`config.mk`:
```
export PLATFORM = sky130hd
export DESIGN_NAME = slave_error_status_reporter
export DESIGN_NICKNAME = d
export VERILOG_FILES = /design/src/lowest_set_finder.v /design/src/slave_error_status_reporter.v
export VERILOG_INCLUDE_DIRS = /design/src
export SDC_FILE = /design/constraint.sdc
export NUM_CORES = 1
export LEC_CHECK = 0
export BUFFER_PORTS_ARGS = -buffer_cell sky130_fd_sc_hd__buf_2
export CORE_AREA = 2 2 203 205
export CTS_BUF_LIST = sky130_fd_sc_hd__clkbuf_4
export DETAILED_ROUTE_END_ITERATION = 10
export DIE_AREA = 0 0 205 207
export SLEW_MARGIN = 40
export SYNTH_ARGS = -nofsm -noshare
export SYNTH_HDL_FRONTEND = slang
export SYNTH_SLANG_ARGS = --single-unit
export TNS_END_PERCENT = 30
```
`constraint.sdc`:
```
create_clock -name clock -period 7.4 [get_ports clock]
set_input_delay 0.74 -clock clock [delete_from_list [all_inputs] [get_ports clock]]
set_output_delay 0.74 -clock clock [all_outputs]
set_load 0.01 [all_outputs]
```
`src/slave_error_status_reporter_defs.vh`:
```
// constants of the slave error status reporter
`ifndef SLAVE_ERROR_STATUS_REPORTER_DEFS_VH
`define SLAVE_ERROR_STATUS_REPORTER_DEFS_VH

// ------------------------------------------------------------
// status word offsets from the first word
// ------------------------------------------------------------
`define OFS_OUT_FLAGS_LOW 12'h008
`define OFS_IN_FLAGS_LOW 12'h009
`define OFS_WIDE_OUT_FLAGS_LOW 12'h010
`define OFS_WIDE_IN_FLAGS_LOW 12'h011
`define OFS_WIDE_OUT_FLAGS_HIGH 12'h012
`define OFS_WIDE_IN_FLAGS_HIGH 12'h013

// ------------------------------------------------------------
// field layout of a flag word
// ------------------------------------------------------------
`define ERR_FIELD_MSB 15
`define ERR_FIELD_LSB 8
`define ACT_FIELD_MSB 7
`define ACT_FIELD_LSB 0

// ------------------------------------------------------------
// reset values
// ------------------------------------------------------------
`define FLAGS_RESET 16'h0000
`define WORD_RESET 16'h0000

// ------------------------------------------------------------
// slave population
// ------------------------------------------------------------
`define NODE_COUNT 16
`define NARROW_MASK 16'h00FF
`define WIDE_MASK 16'hFFFF

// ------------------------------------------------------------
// status area base formulas
// ------------------------------------------------------------
`define BASE_FAMILY_A 12'h7D0
`define BASE_FAMILY_B_LOW 12'h064
`define BASE_FAMILY_B_HIGH 12'h190
`define BASE_STEP 12'h00A
`define UNIT_SPLIT 4'hA
`define NARROW_LOW_LAST 4'h9
`define WIDE_LOW_LAST 4'h8
`define WIDE_HIGH_LAST 4'hE

`endif

```
`src/lowest_set_finder.v`:
```
// finds the lowest set bit of a vector
`timescale 1ns/1ps
`default_nettype none

module lowest_set_finder #(
	parameter WIDTH = 32,
	parameter IDX_W = 5
)(
	input wire [WIDTH-1:0] vec,
	output wire found,
	output wire [IDX_W-1:0] index
);

	wire [WIDTH:0] seen;
	wire [IDX_W-1:0] acc [0:WIDTH];

	assign seen[0] = 1'b0;
	assign acc[0] = {IDX_W{1'b0}};

	genvar i;
	generate
		for (i = 0; i < WIDTH; i = i + 1)
		begin : scan
			localparam [IDX_W-1:0] POS = i;
			wire first;
			assign first = vec[i] & ~seen[i];
			assign seen[i+1] = seen[i] | vec[i];
			assign acc[i+1] = acc[i] | (first ? POS : {IDX_W{1'b0}});
		end
	endgenerate

	assign found = seen[WIDTH];
	assign index = acc[WIDTH];

endmodule

`default_nettype wire

```
`src/slave_error_status_reporter.v`:
```
// slave error lamp display and host-visible slave status words
`timescale 1ns/1ps
`default_nettype none
`include "slave_error_status_reporter_defs.vh"

module slave_error_status_reporter #(
	parameter DATA_W = 8
)(
	input wire clock,
	input wire arst_n,
	input wire clockEnable,
	input wire restart,
	input wire wideModePin,
	input wire familyPin,
	input wire [3:0] unitNumberPin,
	input wire [`NODE_COUNT-1:0] outJoin,
	input wire [`NODE_COUNT-1:0] outFault,
	input wire [`NODE_COUNT-1:0] inJoin,
	input wire [`NODE_COUNT-1:0] inFault,
	input wire rxStrobe,
	input wire [3:0] rxNode,
	input wire [DATA_W-1:0] rxData,
	input wire [3:0] inputSelect,
	output reg [DATA_W-1:0] selectedInput,
	input wire hostRead,
	input wire [11:0] hostAddr,
	output reg [15:0] hostReadData,
	output reg hostReadAck,
	output reg [11:0] statusBase,
	output reg unitValid,
	output reg comm_fault_lamp,
	output reg lampIo,
	output reg [3:0] lampNode
);

	// ------------------------------------------------------------
	// configuration switches
	// ------------------------------------------------------------
	reg [5:0] cfgMeta;
	reg [5:0] cfgSync;
	wire wideMode;
	wire family;
	wire [3:0] unitNumber;
	wire [15:0] usable;

	always @(posedge clock or negedge arst_n)
	begin
		if (!arst_n)
		begin
			cfgMeta <= 6'h00;
			cfgSync <= 6'h00;
		end
		else if (clockEnable)
		begin
			cfgMeta <= {wideModePin, familyPin, unitNumberPin};
			cfgSync <= cfgMeta;
		end
	end

	assign wideMode = cfgSync[5];
	assign family = cfgSync[4];
	assign unitNumber = cfgSync[3:0];
	assign usable = wideMode ? `WIDE_MASK : `NARROW_MASK;

	// ------------------------------------------------------------
	// status area base
	// ------------------------------------------------------------
	reg [11:0] next_statusBase;
	reg next_unitValid;
	wire [11:0] unitWide;
	wire [11:0] unitHigh;

	assign unitWide = {8'h00, unitNumber};
	assign unitHigh = unitWide - {8'h00, `UNIT_SPLIT};

	always @*
	begin
		next_statusBase = 12'h000;
		next_unitValid = 1'b0;
		if (!family)
		begin
			next_statusBase = `BASE_FAMILY_A + unitWide * `BASE_STEP;
			next_unitValid = 1'b1;
		end
		else if (unitNumber < `UNIT_SPLIT)
		begin
			next_statusBase = `BASE_FAMILY_B_LOW + unitWide * `BASE_STEP;
			next_unitValid = wideMode ? (unitNumber <= `WIDE_LOW_LAST)
				: (unitNumber <= `NARROW_LOW_LAST);
		end
		else
		begin
			next_statusBase = `BASE_FAMILY_B_HIGH + unitHigh * `BASE_STEP;
			next_unitValid = wideMode ? (unitNumber <= `WIDE_HIGH_LAST)
				: 1'b1;
		end
	end

	always @(posedge clock or negedge arst_n)
	begin
		if (!arst_n)
		begin
			statusBase <= 12'h000;
			unitValid <= 1'b0;
		end
		else if (clockEnable)
		begin
			statusBase <= next_statusBase;
			unitValid <= next_unitValid;
		end
	end

	// ------------------------------------------------------------
	// per-slave flags
	// ------------------------------------------------------------
	reg [15:0] outActive;
	reg [15:0] outError;
	reg [15:0] inActive;
	reg [15:0] inError;
	wire [15:0] outFaultUsed;
	wire [15:0] inFaultUsed;
	wire [15:0] next_outActive;
	wire [15:0] next_outError;
	wire [15:0] next_inActive;
	wire [15:0] next_inError;

	assign outFaultUsed = outFault & usable;
	assign inFaultUsed = inFault & usable;
	// active flags never drop on withdrawal
	assign next_outActive = outActive | (outJoin & usable);
	assign next_inActive = inActive | (inJoin & usable);
	// a rejoin clears the error; a fault in the same cycle wins
	assign next_outError = (outError & ~outJoin) | outFaultUsed;
	assign next_inError = (inError & ~inJoin) | inFaultUsed;

	always @(posedge clock or negedge arst_n)
	begin
		if (!arst_n)
		begin
			outActive <= `FLAGS_RESET;
			outError <= `FLAGS_RESET;
			inActive <= `FLAGS_RESET;
			inError <= `FLAGS_RESET;
		end
		else if (clockEnable)
		begin
			if (restart)
			begin
				outActive <= `FLAGS_RESET;
				outError <= `FLAGS_RESET;
				inActive <= `FLAGS_RESET;
				inError <= `FLAGS_RESET;
			end
			else
			begin
				outActive <= next_outActive;
				outError <= next_outError;
				inActive <= next_inActive;
				inError <= next_inError;
			end
		end
	end

	// ------------------------------------------------------------
	// held input data
	// ------------------------------------------------------------
	reg [DATA_W-1:0] heldInput [0:`NODE_COUNT-1];
	wire rxAccept;
	integer k;

	// data of a faulted slave is frozen at its last good value
	assign rxAccept = rxStrobe & usable[rxNode] & ~inError[rxNode]
		& ~inFault[rxNode];

	always @(posedge clock or negedge arst_n)
	begin
		if (!arst_n)
		begin
			for (k = 0; k < `NODE_COUNT; k = k + 1)
				heldInput[k] <= {DATA_W{1'b0}};
			selectedInput <= {DATA_W{1'b0}};
		end
		else if (clockEnable)
		begin
			if (rxAccept)
				heldInput[rxNode] <= rxData;
			selectedInput <= heldInput[inputSelect];
		end
	end

	// ------------------------------------------------------------
	// host status word read
	// ------------------------------------------------------------
	wire [11:0] wordOffset;
	reg [15:0] next_word;

	assign wordOffset = hostAddr - statusBase;

	always @*
	begin
		next_word = `WORD_RESET;
		if (unitValid)
		begin
			if (!wideMode)
			begin
				if (wordOffset == `OFS_OUT_FLAGS_LOW)
					next_word = {outError[7:0], outActive[7:0]};
				else if (wordOffset == `OFS_IN_FLAGS_LOW)
					next_word = {inError[7:0], inActive[7:0]};
			end
			else
			begin
				if (wordOffset == `OFS_WIDE_OUT_FLAGS_LOW)
					next_word = {outError[7:0], outActive[7:0]};
				else if (wordOffset == `OFS_WIDE_IN_FLAGS_LOW)
					next_word = {inError[7:0], inActive[7:0]};
				else if (wordOffset == `OFS_WIDE_OUT_FLAGS_HIGH)
					next_word = {outError[15:8], outActive[15:8]};
				else if (wordOffset == `OFS_WIDE_IN_FLAGS_HIGH)
					next_word = {inError[15:8], inActive[15:8]};
			end
		end
	end

	always @(posedge clock or negedge arst_n)
	begin
		if (!arst_n)
		begin
			hostReadData <= `WORD_RESET;
			hostReadAck <= 1'b0;
		end
		else if (clockEnable)
		begin
			hostReadAck <= hostRead;
			if (hostRead)
				hostReadData <= next_word;
		end
	end

	// ------------------------------------------------------------
	// error node display
	// ------------------------------------------------------------
	localparam [1:0] ST_IDLE = 2'b01;
	localparam [1:0] ST_SHOW = 2'b10;

	reg [1:0] state;
	reg [4:0] shown;
	wire [31:0] pending;
	wire pendFound;
	wire [4:0] pendIndex;
	wire shownStillFaulty;

	// pending errors, with this cycle's new faults counted in
	assign pending = {inError | inFaultUsed, outError | outFaultUsed};
	assign shownStillFaulty = shown[4] ? inError[shown[3:0]]
		: outError[shown[3:0]];

	// lowest index wins among errors seen in the same cycle
	lowest_set_finder #(
		.WIDTH(32),
		.IDX_W(5)
	) pickFirst (
		.vec(pending),
		.found(pendFound),
		.index(pendIndex)
	);

	always @(posedge clock or negedge arst_n)
	begin
		if (!arst_n)
		begin
			state <= ST_IDLE;
			shown <= 5'h00;
			comm_fault_lamp <= 1'b0;
			lampIo <= 1'b0;
			lampNode <= 4'h0;
		end
		else if (clockEnable)
		begin
			if (restart)
			begin
				state <= ST_IDLE;
				comm_fault_lamp <= 1'b0;
				lampIo <= 1'b0;
				lampNode <= 4'h0;
			end
			else
			begin
				case (state)
					ST_IDLE:
					begin
						if (pendFound)
						begin
							state <= ST_SHOW;
							shown <= pendIndex;
							comm_fault_lamp <= 1'b1;
							lampNode <= pendIndex[3:0];
							lampIo <= ~pendIndex[4];
						end
						else
						begin
							comm_fault_lamp <= 1'b0;
							lampIo <= 1'b0;
							lampNode <= 4'h0;
						end
					end
					ST_SHOW:
					begin
						// other errors wait until this one clears
						if (!shownStillFaulty)
						begin
							state <= ST_IDLE;
							comm_fault_lamp <= 1'b0;
							lampIo <= 1'b0;
							lampNode <= 4'h0;
						end
						else
						begin
							lampNode <= shown[3:0];
							lampIo <= ~shown[4];
						end
					end
					default:
					begin
						state <= ST_IDLE;
						comm_fault_lamp <= 1'b0;
						lampIo <= 1'b0;
						lampNode <= 4'h0;
					end
				endcase
			end
		end
	end

endmodule

`default_nettype wire

```
==> results of run 1 <==
[routing by layer]
metal / GRT usage [%] / up-vias / routed length (um)
met4: 5.23 / 6 / 726
met5: 0 / - / 35
met1: 24.5 / 5270 / 16800
met3: 4.11 / 75 / 2710
li1: - / 4764 / -
met2: 29.7 / 366 / 18500
[worst reg2reg max path: stages, from the launching register on]
cell	delay (ns)
dfrtp_1	0.48
inv_1	0.13
ha_1	0.21
inv_1	0.05
ha_1	0.25
ha_1	0.29
ha_1	0.17
inv_1	0.07
fa_1	0.40
xnor2_1	0.29
nand3_1	0.13
o21ai_0	0.16
mux2i_1	0.27
xnor2_1	0.15
a2bb2oi_1	0.17
a21oi_1	0.08
[cells by family (layout without fill, tap and decap cells)]
group                    after synthesis  after routing  share of synthesized area [%]
AND/OR/NAND/NOR                      243            243                           9.57
XOR/XNOR                              13             13                          0.821
flip-flops                           254            254                           45.8
other                                  1              4                         0.0270
adder cells (fa/ha/maj)               35             35                           3.32
multiplexers                         239            239                           23.2
AO/OA/AOI/OAI                        276            276                           13.3
buffers and inverters                130            333                           3.86
[placed cells by master, fill, tap and decap left out, drive strengths merged, types with 4 or more instances in the layout]
cell type / instances
or3: 4
nand3: 13
a22oi: 16
a21o: 4
o22a: 17
inv: 58
nor4: 12
nor3: 20
a2bb2oi: 4
ha: 32
o21ai: 53
nand2: 49
o2bb2ai: 33
a211oi: 9
o21a: 8
xnor2: 9
a221o: 5
nor4b: 4
mux4: 46
nor2b: 22
xor2: 4
a31oi: 7
clkbuf: 106
dfrtp: 253
buf: 154
nor2: 83
clkinv: 12
or2: 6
nand4: 9
a2111oi: 5
o211ai: 8
mux2i: 40
a21oi: 80
nand2b: 8
mux2: 153
[power groups by stage]
stage | Clock (mW) | Sequential, mW | Combinational (mW)
after floorplan | 0 | 1.69 | 0.747
after global placement | 0 | 1.75 | 0.989
final | 1.27 | 1.73 | 1.02
after CTS | 1.31 | 1.73 | 1.02
after detailed placement | 0 | 1.76 | 1.01
after global routing | 1.40 | 1.76 | 1.13
[registers in the layout, indices dropped and copies added (netlist names), 8 cells and up]
name / cells
heldInput: 128
selectedInput: 8
hostReadData: 16
outActive: 16
inActive: 16
inError: 16
outError: 16
statusBase: 11
[final timing paths]
path	to	slack (ns)	depth (start not counted)	from
setup / recovery	statusBase[9]$_DFFE_PN0P_	3.95	15	cfgSync[1]$_DFFE_PN0P_
setup reg to reg	statusBase[9]$_DFFE_PN0P_	3.95	15	cfgSync[1]$_DFFE_PN0P_
min in group asynchronous	statusBase[5]$_DFFE_PN0P_	0.45	2	arst_n
hold / removal	cfgMeta[3]$_DFFE_PN0P_	0.21	2	unitNumberPin[3]
max in group asynchronous	heldInput[71]$_DFFE_PN0P_	5.75	4	arst_n
hold reg to reg	hostReadData[11]$_DFFE_PN0P_	0.48	2	hostReadData[11]$_DFFE_PN0P_
[through the flow]
stage | hold WS, ns | utilization [%] | instance area (sq um)
floorplan | 0.444 | - | 13900
global placement | 0.466 | 37.2 | 15000
detailed placement | 0.472 | 37.3 | 15000
CTS | 0.179 | 39.5 | 15900
global route | 0.158 | 39.6 | 16000
finish | 0.209 | 39.6 | 16000
[final cells by class]
| type | count | area (sq um) | share of cell area (%) |
|---|---|---|---|
| antenna | 3 | 7.51 | 0.0469 |
| clock buffer | 106 | 796 | 4.97 |
| clock inverter | 17 | 93.8 | 0.587 |
| inverter | 55 | 206 | 1.29 |
| multi-input combinational | 807 | 7000 | 43.8 |
| sequential | 254 | 6360 | 39.7 |
| tap | 532 | 666 | 4.16 |
| timing repair buffer | 155 | 871 | 5.44 |
[what timing repair did]
action                                 in CTS  in global routing
resized for setup                           0                  0
hold buffers                                1                  0
endpoints found under the hold margin      52                  0
==> qor.yml, run 1 <==
status: "finished, final reports clean"
relSlewSlack_pct: 51.2
cts-root-buf: "clkbuf_4"
cts_buffer_depth: 3
clkSinkCount: 254
cp.buffers_inverters: 3
min_path_type: "input pin to flop"
comb_power_share_pct: 25.3
synth.most_common_cell: "dfrtp_1"
drive_above_1_share_pct: 35.8
fin_skew_ns: 0.0793
drc: 0
num_rows: 74
n_fill_cell: 3944
grt_max_degree: 140
crit_path_top_delay_cell: "dfrtp_1"
fin_crit_sh_pct: 46.6
cp.required_ns: 8.02
internal_power_mw: 2.70
final_cells: 1929
synth-async-reset-ratio_pct: 100
initial_utilization_pct: 34.4
synth-edff-count: 0
synthFlopType: "dfrtp_1"
max_stage_delay_ns: 0.48
p_total_mw: 4.03
ys_seq_elements: 254
vias: 10500
dp_hpwl_um: 28000
critPathCaptureType: "flop"
cts_tree: "done"
gp_routability_congestion: 0.878
switching_share_pct: 32.9
grt_antenna_before_repair: 4
drt-pass1-iter-count: 5
syn-num-nets: 1330
htreeDepth: 3
area_delta_synth_final_pct: 15.4
dp_slack_ns: 3.88
setup_viol: 0
die_area_sq_um: 42400
track_usage_pct: 18.3
maxCapViolCount: 0
clock.fmax_mhz: 290
grt_pass1_wl_um: 60900
period_needed_ns: 3.45
cts_buffers: 72
clkSlewWorstSetupHoldPaths_ns: 0.06
ant_nets: 0
start_kind: "flop"
avgRoutedWirePerCell_um: 20.1
slew_viol_final: 0
grt_pass1_vias: 10700
fin_ws_ns: 3.95
yosysSeqAreaShare_pct: 45.8
hold_violations: 0
cp.arrival_ns: 4.07
power.density_nw_per_um2: 252
synth_warnings: 0
switching_power_mw: 1.32
nets: 1484
rsz0062_at_grt: "false"
via_per_inst: 5.43
post-cts-setup-buffers: 0
coreArea_sq_um: 40400
fin_setup_tns_ns: 0
netlist_area_sq_um: 13900
synthDistinctLibCells: 74
crit_type: "flop to flop"
dieWidth_um: 205
syn_avg_cell_area_sq_um: 11.6
p_seq_share_pct: 43.0
yosysTopAreaCell: "dfrtp_1"
cp_max_fo: 7
dp.cells: 1801
crit_family: "adder cells"
port_buffers: 146
io_pins: 148
syn_inst: 1191
peakVddDrop_v: 0.0000889
ys_top_cells_by_area: "dfrtp_1, mux2_2, mux4_2"
worst_pin_slew_ns: 0.732
postRouteWirelength_um: 38800
first_iter_violations: 744
leakagePower_nw: 7.37
insertion_delay_ns: 0.77
grt-ovfl-total: 0
path_cells: "inv_1 -> ha_1 -> inv_1 -> ha_1 -> ha_1 -> ha_1 -> inv_1 -> fa_1 -> xnor2_1 -> nand3_1 -> o21ai_0 -> mux2i_1 -> xnor2_1 -> a2bb2oi_1 -> a21oi_1"
yosys-top-cells-count: "dfrtp_1, mux2_2, a21oi_1, nor2_1, inv_1"
synth.top_cell.area_share_pct: 45.7
crit_path_frequent_cell: "ha_1"
clkPwrFrac_pct: 31.6
die_height_um: 207
(Power assumes the default switching activity.)
==> run 2: changes to the inputs <==
--- a/config.mk
+++ b/config.mk
@@ -6,6 +6,7 @@
 export SDC_FILE = /design/constraint.sdc
 export NUM_CORES = 1
 export LEC_CHECK = 0
+export ABC_AREA = 1
 export BUFFER_PORTS_ARGS = -buffer_cell sky130_fd_sc_hd__buf_2
 export CORE_AREA = 2 2 203 205
 export CTS_BUF_LIST = sky130_fd_sc_hd__clkbuf_4
==> constraint.sdc (replaced) <==
create_clock -name clock -period 2.75 [get_ports clock]
set_input_delay 0.275 -clock clock [delete_from_list [all_inputs] [get_ports clock]]
set_output_delay 0.275 -clock clock [all_outputs]
set_load 0.01 [all_outputs]
==> qor.yml, run 2 <==
status: "finished with violations"
violations: "setup timing"
syn-num-nets: 1973  # +48%
cts_buffer_depth: 3  # unchanged
netlist_area_sq_um: 14000  # +0.75%
grt.busiest_layer: "met2"
crit_path_top_delay_cell: "dfrtp_1"
dp_slack_ns: -0.0787  # -3.95 ns
yosysSeqAreaShare_pct: 45.5  # -0.34 points
power.density_nw_per_um2: 645  # +160%
maxCapViolCount: 0  # unchanged
rsz0062_at_grt: "true"
path_cells: "ha_2 -> fa_2 -> inv_2 -> a31oi_4 -> o21ai_2 -> xor2_1 -> nand2_1 -> nor4_4 -> buf_4 -> nand2_4 -> nor2_4 -> buf_12 -> buf_6 -> nand3_1 -> nand2_1 -> nand2_1 -> nand2_1 -> nand2_1 -> nand2_1"
drt-pass1-iter-count: 5  # unchanged
drive_above_1_share_pct: 21.5  # -14 points
final_cell_mix: "nand2_1, o21ai_0, dfrtp_1"
die_height_um: 207  # unchanged
coreArea_sq_um: 40400  # unchanged
nets: 2305  # +55%
cp_max_fo: 8  # +1
synth_fa_ha_area_share_pct: 3.30  # -0.025 points
grt_antenna_before_repair: 3  # -1
synth.mux.area_fraction_pct: 0  # -23 points
synth_compound_area_share_pct: 19.7  # +6.4 points
num_rows: 74  # unchanged
via_per_inst: 5.11  # -6.0%
max_stage_delay_ns: 0.38  # -0.10 ns
cp.buffers_inverters: 4  # +1
gp_routability_congestion: 0.902  # +2.7%
port_buffers: 146  # unchanged
synthFlopType: "dfrtp_1"
syn_avg_cell_area_sq_um: 7.62  # -35%
track_usage_pct: 22.2  # +3.9 points
ys_seq_elements: 254  # unchanged
worst_pin_slew_ns: 0.716  # -0.0158 ns
critPathCaptureType: "flop"
crit_family: "simple AND/OR/NAND/NOR gates"
yosys-top-cells-count: "nand2_1, o21ai_0, dfrtp_1, inv_1, nor2_1"
fin_skew_ns: 0.0415  # -0.0377 ns
synthDistinctLibCells: 51  # -31%
area_delta_synth_final_pct: 30.7
vias: 14100  # +34%
crit_path_frequent_cell: "nand2_1"
die_area_sq_um: 42400  # unchanged
grt-ovfl-total: 0  # unchanged
setup_viol: 1  # +1
synth.top_cell.area_share_pct: 45.3  # -0.34 points
final_common_cell: "nand2_1"
clock.fmax_mhz: 363  # +25%
io_pins: 148  # unchanged
yosysTopAreaCell: "dfrtp_1"
period_needed_ns: 2.76  # -0.692 ns
grt_pass1_wl_um: 74300  # +22%
use_met3_pct: 3.92  # -0.19 points
synth_xor_xnor_area_share_pct: 0.940  # +0.12 points
synth_warnings: 0  # unchanged
reg2reg_depth: 19  # +4
dieWidth_um: 205  # unchanged
cp.arrival_ns: 3.44  # -0.63 ns
ant_nets: 0  # unchanged
regMostFlops: "heldInput"
avgRoutedWirePerCell_um: 17.2  # -14%
peakVddDrop_v: 0.000438  # +390%
min_path_type: "input pin to asynchronous set/reset pin"
ys_top_cells_by_area: "dfrtp_1, nand2_1, o21ai_0"
hold_violations: 0  # unchanged
synth_top_family_by_area: "simple AND/OR/NAND/NOR gates"
synth-edff-count: 0  # unchanged
insertion_delay_ns: 0.76  # about the same
start_kind: "flop"
relSlewSlack_pct: 52.2  # +1.0 points
synth.most_common_cell: "nand2_1"
grt_max_degree: 85  # -39%
fin_util_pct: 45.2  # +5.6 points
clkSinkCount: 254  # unchanged
fin_setup_tns_ns: -0.00552  # -0.00552 ns
fin_area_sq_um: 18300  # +14%
r2r-end: "hostReadData[4]$_DFFE_PN0P_"
cts_tree: "done"
cts_buffers: 75  # +4.2%
ff2ff_setup_slack_ns: -0.006  # -3.96 ns
first_iter_violations: 1179  # +58%
leakagePower_nw: 9.09  # +23%
clkSlewWorstSetupHoldPaths_ns: 0.06  # about the same
synth-simple-area-share_pct: 22.0  # +12 points
crit_type: "flop to flop"
p_total_mw: 11.8  # +190%
postRouteWirelength_um: 47400  # +22%
groute.layer.met2.usage_pct: 35.4  # +5.7 points
synth-async-reset-ratio_pct: 100  # unchanged
slew_viol_final: 0  # unchanged
grt_pass1_vias: 13800  # +29%
fin_ws_ns: -0.00552  # -3.96 ns
initial_utilization_pct: 34.6  # +0.26 points
place_area_sq_um: 15800  # +4.8%
syn_inst: 1834  # +54%
grt.met1_usage_pct: 29.5  # +5.0 points
largest_register_ffs: 128  # unchanged
cts-root-buf: "clkbuf_4"
cp.required_ns: 3.43  # -4.59 ns
htreeDepth: 3  # unchanged
dp_hpwl_um: 32200  # +15%
r2r_start: "statusBase[1]$_DFFE_PN0P_"
drc: 0  # unchanged
fin_crit_sh_pct: 100  # +54 points
## run 2: cell count changes after synthesis, moves of 22 or more
cell       before  now
o22ai_1         2   42
o21ai_0        52  299
inv_1          55  215
nand2_1        49  400
nor2_1         79  168
o221ai_1        0   23
a21oi_1        80   54
nor2b_1        22    0
nand3_1        13  113
o2bb2ai_1      33    0
mux4_2         46    0
mux2i_1        40    0
clkbuf_1       44   72
mux2_2        137    0
## run 2: metrics by stage
step	cells	hold WS [ns]
finish	2755	0.0684
global route	2755	0.0577
CTS	2737	0.0184
detailed placement	2509	0.311
global placement	2509	0.315
floorplan	1834	-0.0206
## run 2: worst max-delay path by stage
stage | from | endpoint | slack, ns | cells past startpoint
floorplan | cfgSync[1]$_DFFE_PN0P_ | statusBase[10]$_DFFE_PN0P_ | 0.004 | 17
global placement | hostAddr[1] | hostReadData[7]$_DFFE_PN0P_ | -0.05 | 19
detailed placement | hostAddr[1] | hostReadData[4]$_DFFE_PN0P_ | -0.08 | 21
CTS | cfgSync[1]$_DFFE_PN0P_ | statusBase[10]$_DFFE_PN0P_ | -0.05 | 20
global route | statusBase[1]$_DFFE_PN0P_ | hostReadData[4]$_DFFE_PN0P_ | -0.18 | 19
finish | statusBase[1]$_DFFE_PN0P_ | hostReadData[4]$_DFFE_PN0P_ | -0.006 | 19
## run 2: what timing repair did
item / CTS / global route
endpoints found under the hold margin: 200 / 0
setup endpoints to repair: 19 / 38
pin swaps: 6 / 40
gates cloned: 1 / 2
hold buffers: 95 / 0
buffers inserted: 1 / 13
resized for setup: 13 / 83
## run 2: area by class of cell
cell class | count | area, sq um
antenna | 3 | 7.51
multi-input combinational | 1273 | 6840
timing repair inverter | 1 | 7.51
inverter | 221 | 833
fill | 4094 | 22100
sequential | 254 | 6360
clock inverter | 22 | 165
timing repair buffer | 340 | 2550
clock buffer | 109 | 818
tap | 532 | 666
## run 2: cells by family (layout without fill, tap and decap cells)
| group | Yosys count | after routing |
|---|---|---|
| other cells | 1 | 4 |
| compound gates | 491 | 491 |
| xor+xnor | 15 | 15 |
| simple gates | 729 | 731 |
| buf+inv | 309 | 693 |
| fa+ha+maj | 35 | 35 |
| flops | 254 | 254 |
## run 2: metal layers
| metal | share of wire (%) | routed length, um |
|---|---|---|
| met1 | 44 | 20600 |
| met2 | 46 | 21900 |
| met3 | 6.8 | 3210 |
| met4 | 3.5 | 1640 |
| met5 | 0 | 0 |
## run 2: where the power goes
group | leakage, nW | total [mW] | internal (mW) | switching, mW
sequential | 3.33 | 4.53 | 4.22 | 0.315
combinational | 5.17 | 3.41 | 1.39 | 2.02
clock | 0.586 | 3.82 | 2.09 | 1.72
total | 9.09 | 11.8 | 7.71 | 4.06
==> run 3: changes to the inputs <==
--- a/config.mk
+++ b/config.mk
@@ -6,13 +6,11 @@
 export SDC_FILE = /design/constraint.sdc
 export NUM_CORES = 1
 export LEC_CHECK = 0
-export ABC_AREA = 1
 export BUFFER_PORTS_ARGS = -buffer_cell sky130_fd_sc_hd__buf_2
 export CORE_AREA = 2 2 203 205
 export CTS_BUF_LIST = sky130_fd_sc_hd__clkbuf_4
 export DETAILED_ROUTE_END_ITERATION = 10
 export DIE_AREA = 0 0 205 207
-export SLEW_MARGIN = 40
 export SYNTH_ARGS = -nofsm -noshare
 export SYNTH_HDL_FRONTEND = slang
 export SYNTH_SLANG_ARGS = --single-unit
==> qor.yml, run 3 (synthesis results as in run 1) <==
initial_utilization_pct: 34.4  # -0.26 points
start_kind: "flop"
setup_viol: 3  # +2
rsz0062_at_grt: "true"
dp_slack_ns: -0.204  # -0.125 ns
drive_above_1_share_pct: 37.1  # +16 points
violations: "setup timing"
die_area_sq_um: 42400  # unchanged
fin_util_pct: 42.8  # -2.4 points
max_stage_delay_ns: 0.43  # +0.05 ns
area_delta_synth_final_pct: 24.7
via_per_inst: 5.31  # +3.9%
cp.required_ns: 3.37  # -0.06 ns
path_cells: "inv_2 -> ha_4 -> inv_2 -> ha_4 -> ha_4 -> ha_4 -> inv_2 -> fa_2 -> inv_2 -> nand3_2 -> o21ai_2 -> mux2i_1 -> xnor2_1 -> a2bb2oi_1 -> a21oi_1"
coreArea_sq_um: 40400  # unchanged
vias: 10900  # -23%
cp_max_fo: 3  # -5
final_common_cell: "dfrtp_1"
largest_register_ffs: 128  # unchanged
grt-ovfl-total: 0  # unchanged
drc: 0  # unchanged
p_total_mw: 11.4  # -3.3%
dieWidth_um: 205  # unchanged
clkSinkCount: 254  # unchanged
port_buffers: 146  # unchanged
grt_antenna_before_repair: 4  # +1
clock.fmax_mhz: 361  # -0.64%
min_path_type: "input pin to flop"
power.density_nw_per_um2: 658  # +2.2%
cts_tree: "done"
regMostFlops: "heldInput"
fin_crit_sh_pct: 101  # +0.64 points
grt_max_degree: 97  # +14%
crit_type: "flop to flop"
cts-root-buf: "clkbuf_4"
grt_pass1_vias: 11300  # -18%
leakagePower_nw: 7.94  # -13%
hold_violations: 0  # unchanged
crit_path_top_delay_cell: "fa_2"
peakVddDrop_v: 0.000210  # -52%
track_usage_pct: 18.7  # -3.6 points
dp.cells: 1845  # -26%
period_needed_ns: 2.77  # +0.0177 ns
maxCapViolCount: 0  # unchanged
cp.arrival_ns: 3.39  # -0.05 ns
fin_ws_ns: -0.0232  # -0.0177 ns
n_fill_cell: 3815  # -6.8%
relSlewSlack_pct: 47.6  # -4.6 points
slew_viol_final: 0  # unchanged
final_cell_mix: "dfrtp_1, buf_2, mux2_2"
num_rows: 74  # unchanged
dp_hpwl_um: 28700  # -11%
gp_routability_congestion: 0.885  # -1.9%
nets: 1607  # -30%
io_pins: 148  # unchanged
drt-pass1-iter-count: 5  # unchanged
critPathCaptureType: "flop"
avgRoutedWirePerCell_um: 19.3  # +12%
cts_buffer_depth: 3  # unchanged
worst_pin_slew_ns: 0.783  # +0.0665 ns
first_iter_violations: 729  # -38%
status: "finished with violations"
final_cells: 2054  # -25%
insertion_delay_ns: 0.75  # about the same
htreeDepth: 3  # unchanged
postRouteWirelength_um: 39700  # -16%
cts_buffers: 69  # -8.0%
die_height_um: 207  # unchanged
ant_nets: 0  # unchanged
fin_skew_ns: 0.0587  # +0.0172 ns
clkSlewWorstSetupHoldPaths_ns: 0.07  # about the same
grt_pass1_wl_um: 62500  # -16%
holdWs_ns: 0.0540  # -0.0144 ns
run 3: cell types whose count changed in the layout (fill, tap and decap cells not counted), moves of 33 or more:
cell,before,now
mux2_2,0,137
o22ai_1,42,2
o21ai_0,292,45
o2bb2ai_1,0,33
buf_4,85,46
nand3_1,106,11
nor2_1,157,77
mux2i_1,0,40
nand2_1,383,48
mux4_2,0,46
inv_1,204,50
run 3: path summary, 6_finish.rpt:
path	cells past startpoint	start	end	slack [ns]
worst max-delay path	15	cfgSync[2]$_DFFE_PN0P_	statusBase[9]$_DFFE_PN0P_	-0.02
worst min-delay path	4	hostRead	hostReadAck$_DFFE_PN0P_	0.05
worst max register to register	15	cfgSync[2]$_DFFE_PN0P_	statusBase[9]$_DFFE_PN0P_	-0.02
worst min register to register	2	hostReadData[7]$_DFFE_PN0P_	hostReadData[7]$_DFFE_PN0P_	0.48
max in group asynchronous	3	arst_n	state[0]$_DFFE_PN1P_	1.64
min in group asynchronous	2	arst_n	statusBase[6]$_DFFE_PN0P_	0.14
run 3: critical path, delay by kind of cell, from the launching register on:
kind	cells	cell delay, ns
compound gates	3	0.35
flops	1	0.41
xor+xnor	1	0.14
fa+ha+maj	5	1.21
mux	1	0.23
simple gates	1	0.08
buf+inv	4	0.25
run 3: layout make-up:
cell class	instances	area, sq um	share of cell area [%]
diodes	1	2.50	0.0145
inverters	55	209	1.21
multi-input cells	807	7110	41.1
clock buffers	103	773	4.47
flip-flops and latches	254	6360	36.8
well taps	532	666	3.85
clock inverters	21	145	0.839
repair buffers	281	2020	11.7
run 3: routing by layer:
| metal | part of all wire, % | GRT usage, % |
|---|---|---|
| met5 | 0.13 | 0 |
| met4 | 2.6 | 6.52 |
| met2 | 49 | 31.1 |
| met1 | 43 | 24.2 |
| met3 | 6.0 | 3.51 |
run 3: what timing repair did:
action                                  in CTS  in global routing
gates resized for setup                      8                 12
endpoints found under the setup margin      22                 23
cloned                                       0                  1
buffers inserted                             0                  1
hold buffers                                82                  0
pin swaps                                    5                  3
hold endpoints to repair                   265                  0
run 3: power breakdown:
part / switching, mW / leakage (nW) / internal, mW
registers: 0.409 / 3.34 / 4.20
logic: 1.60 / 4.06 / 1.61
clock network: 1.65 / 0.546 / 1.91
total: 3.65 / 7.94 / 7.73
run 3: stage by stage:
step                cell area (sq um)  setup TNS, ns
floorplan                       14000        -0.0903
global placement                15500          -2.10
detailed placement              15500          -3.08
CTS                             17200        -0.0893
global route                    17300          -1.27
finish                          17300        -0.0604
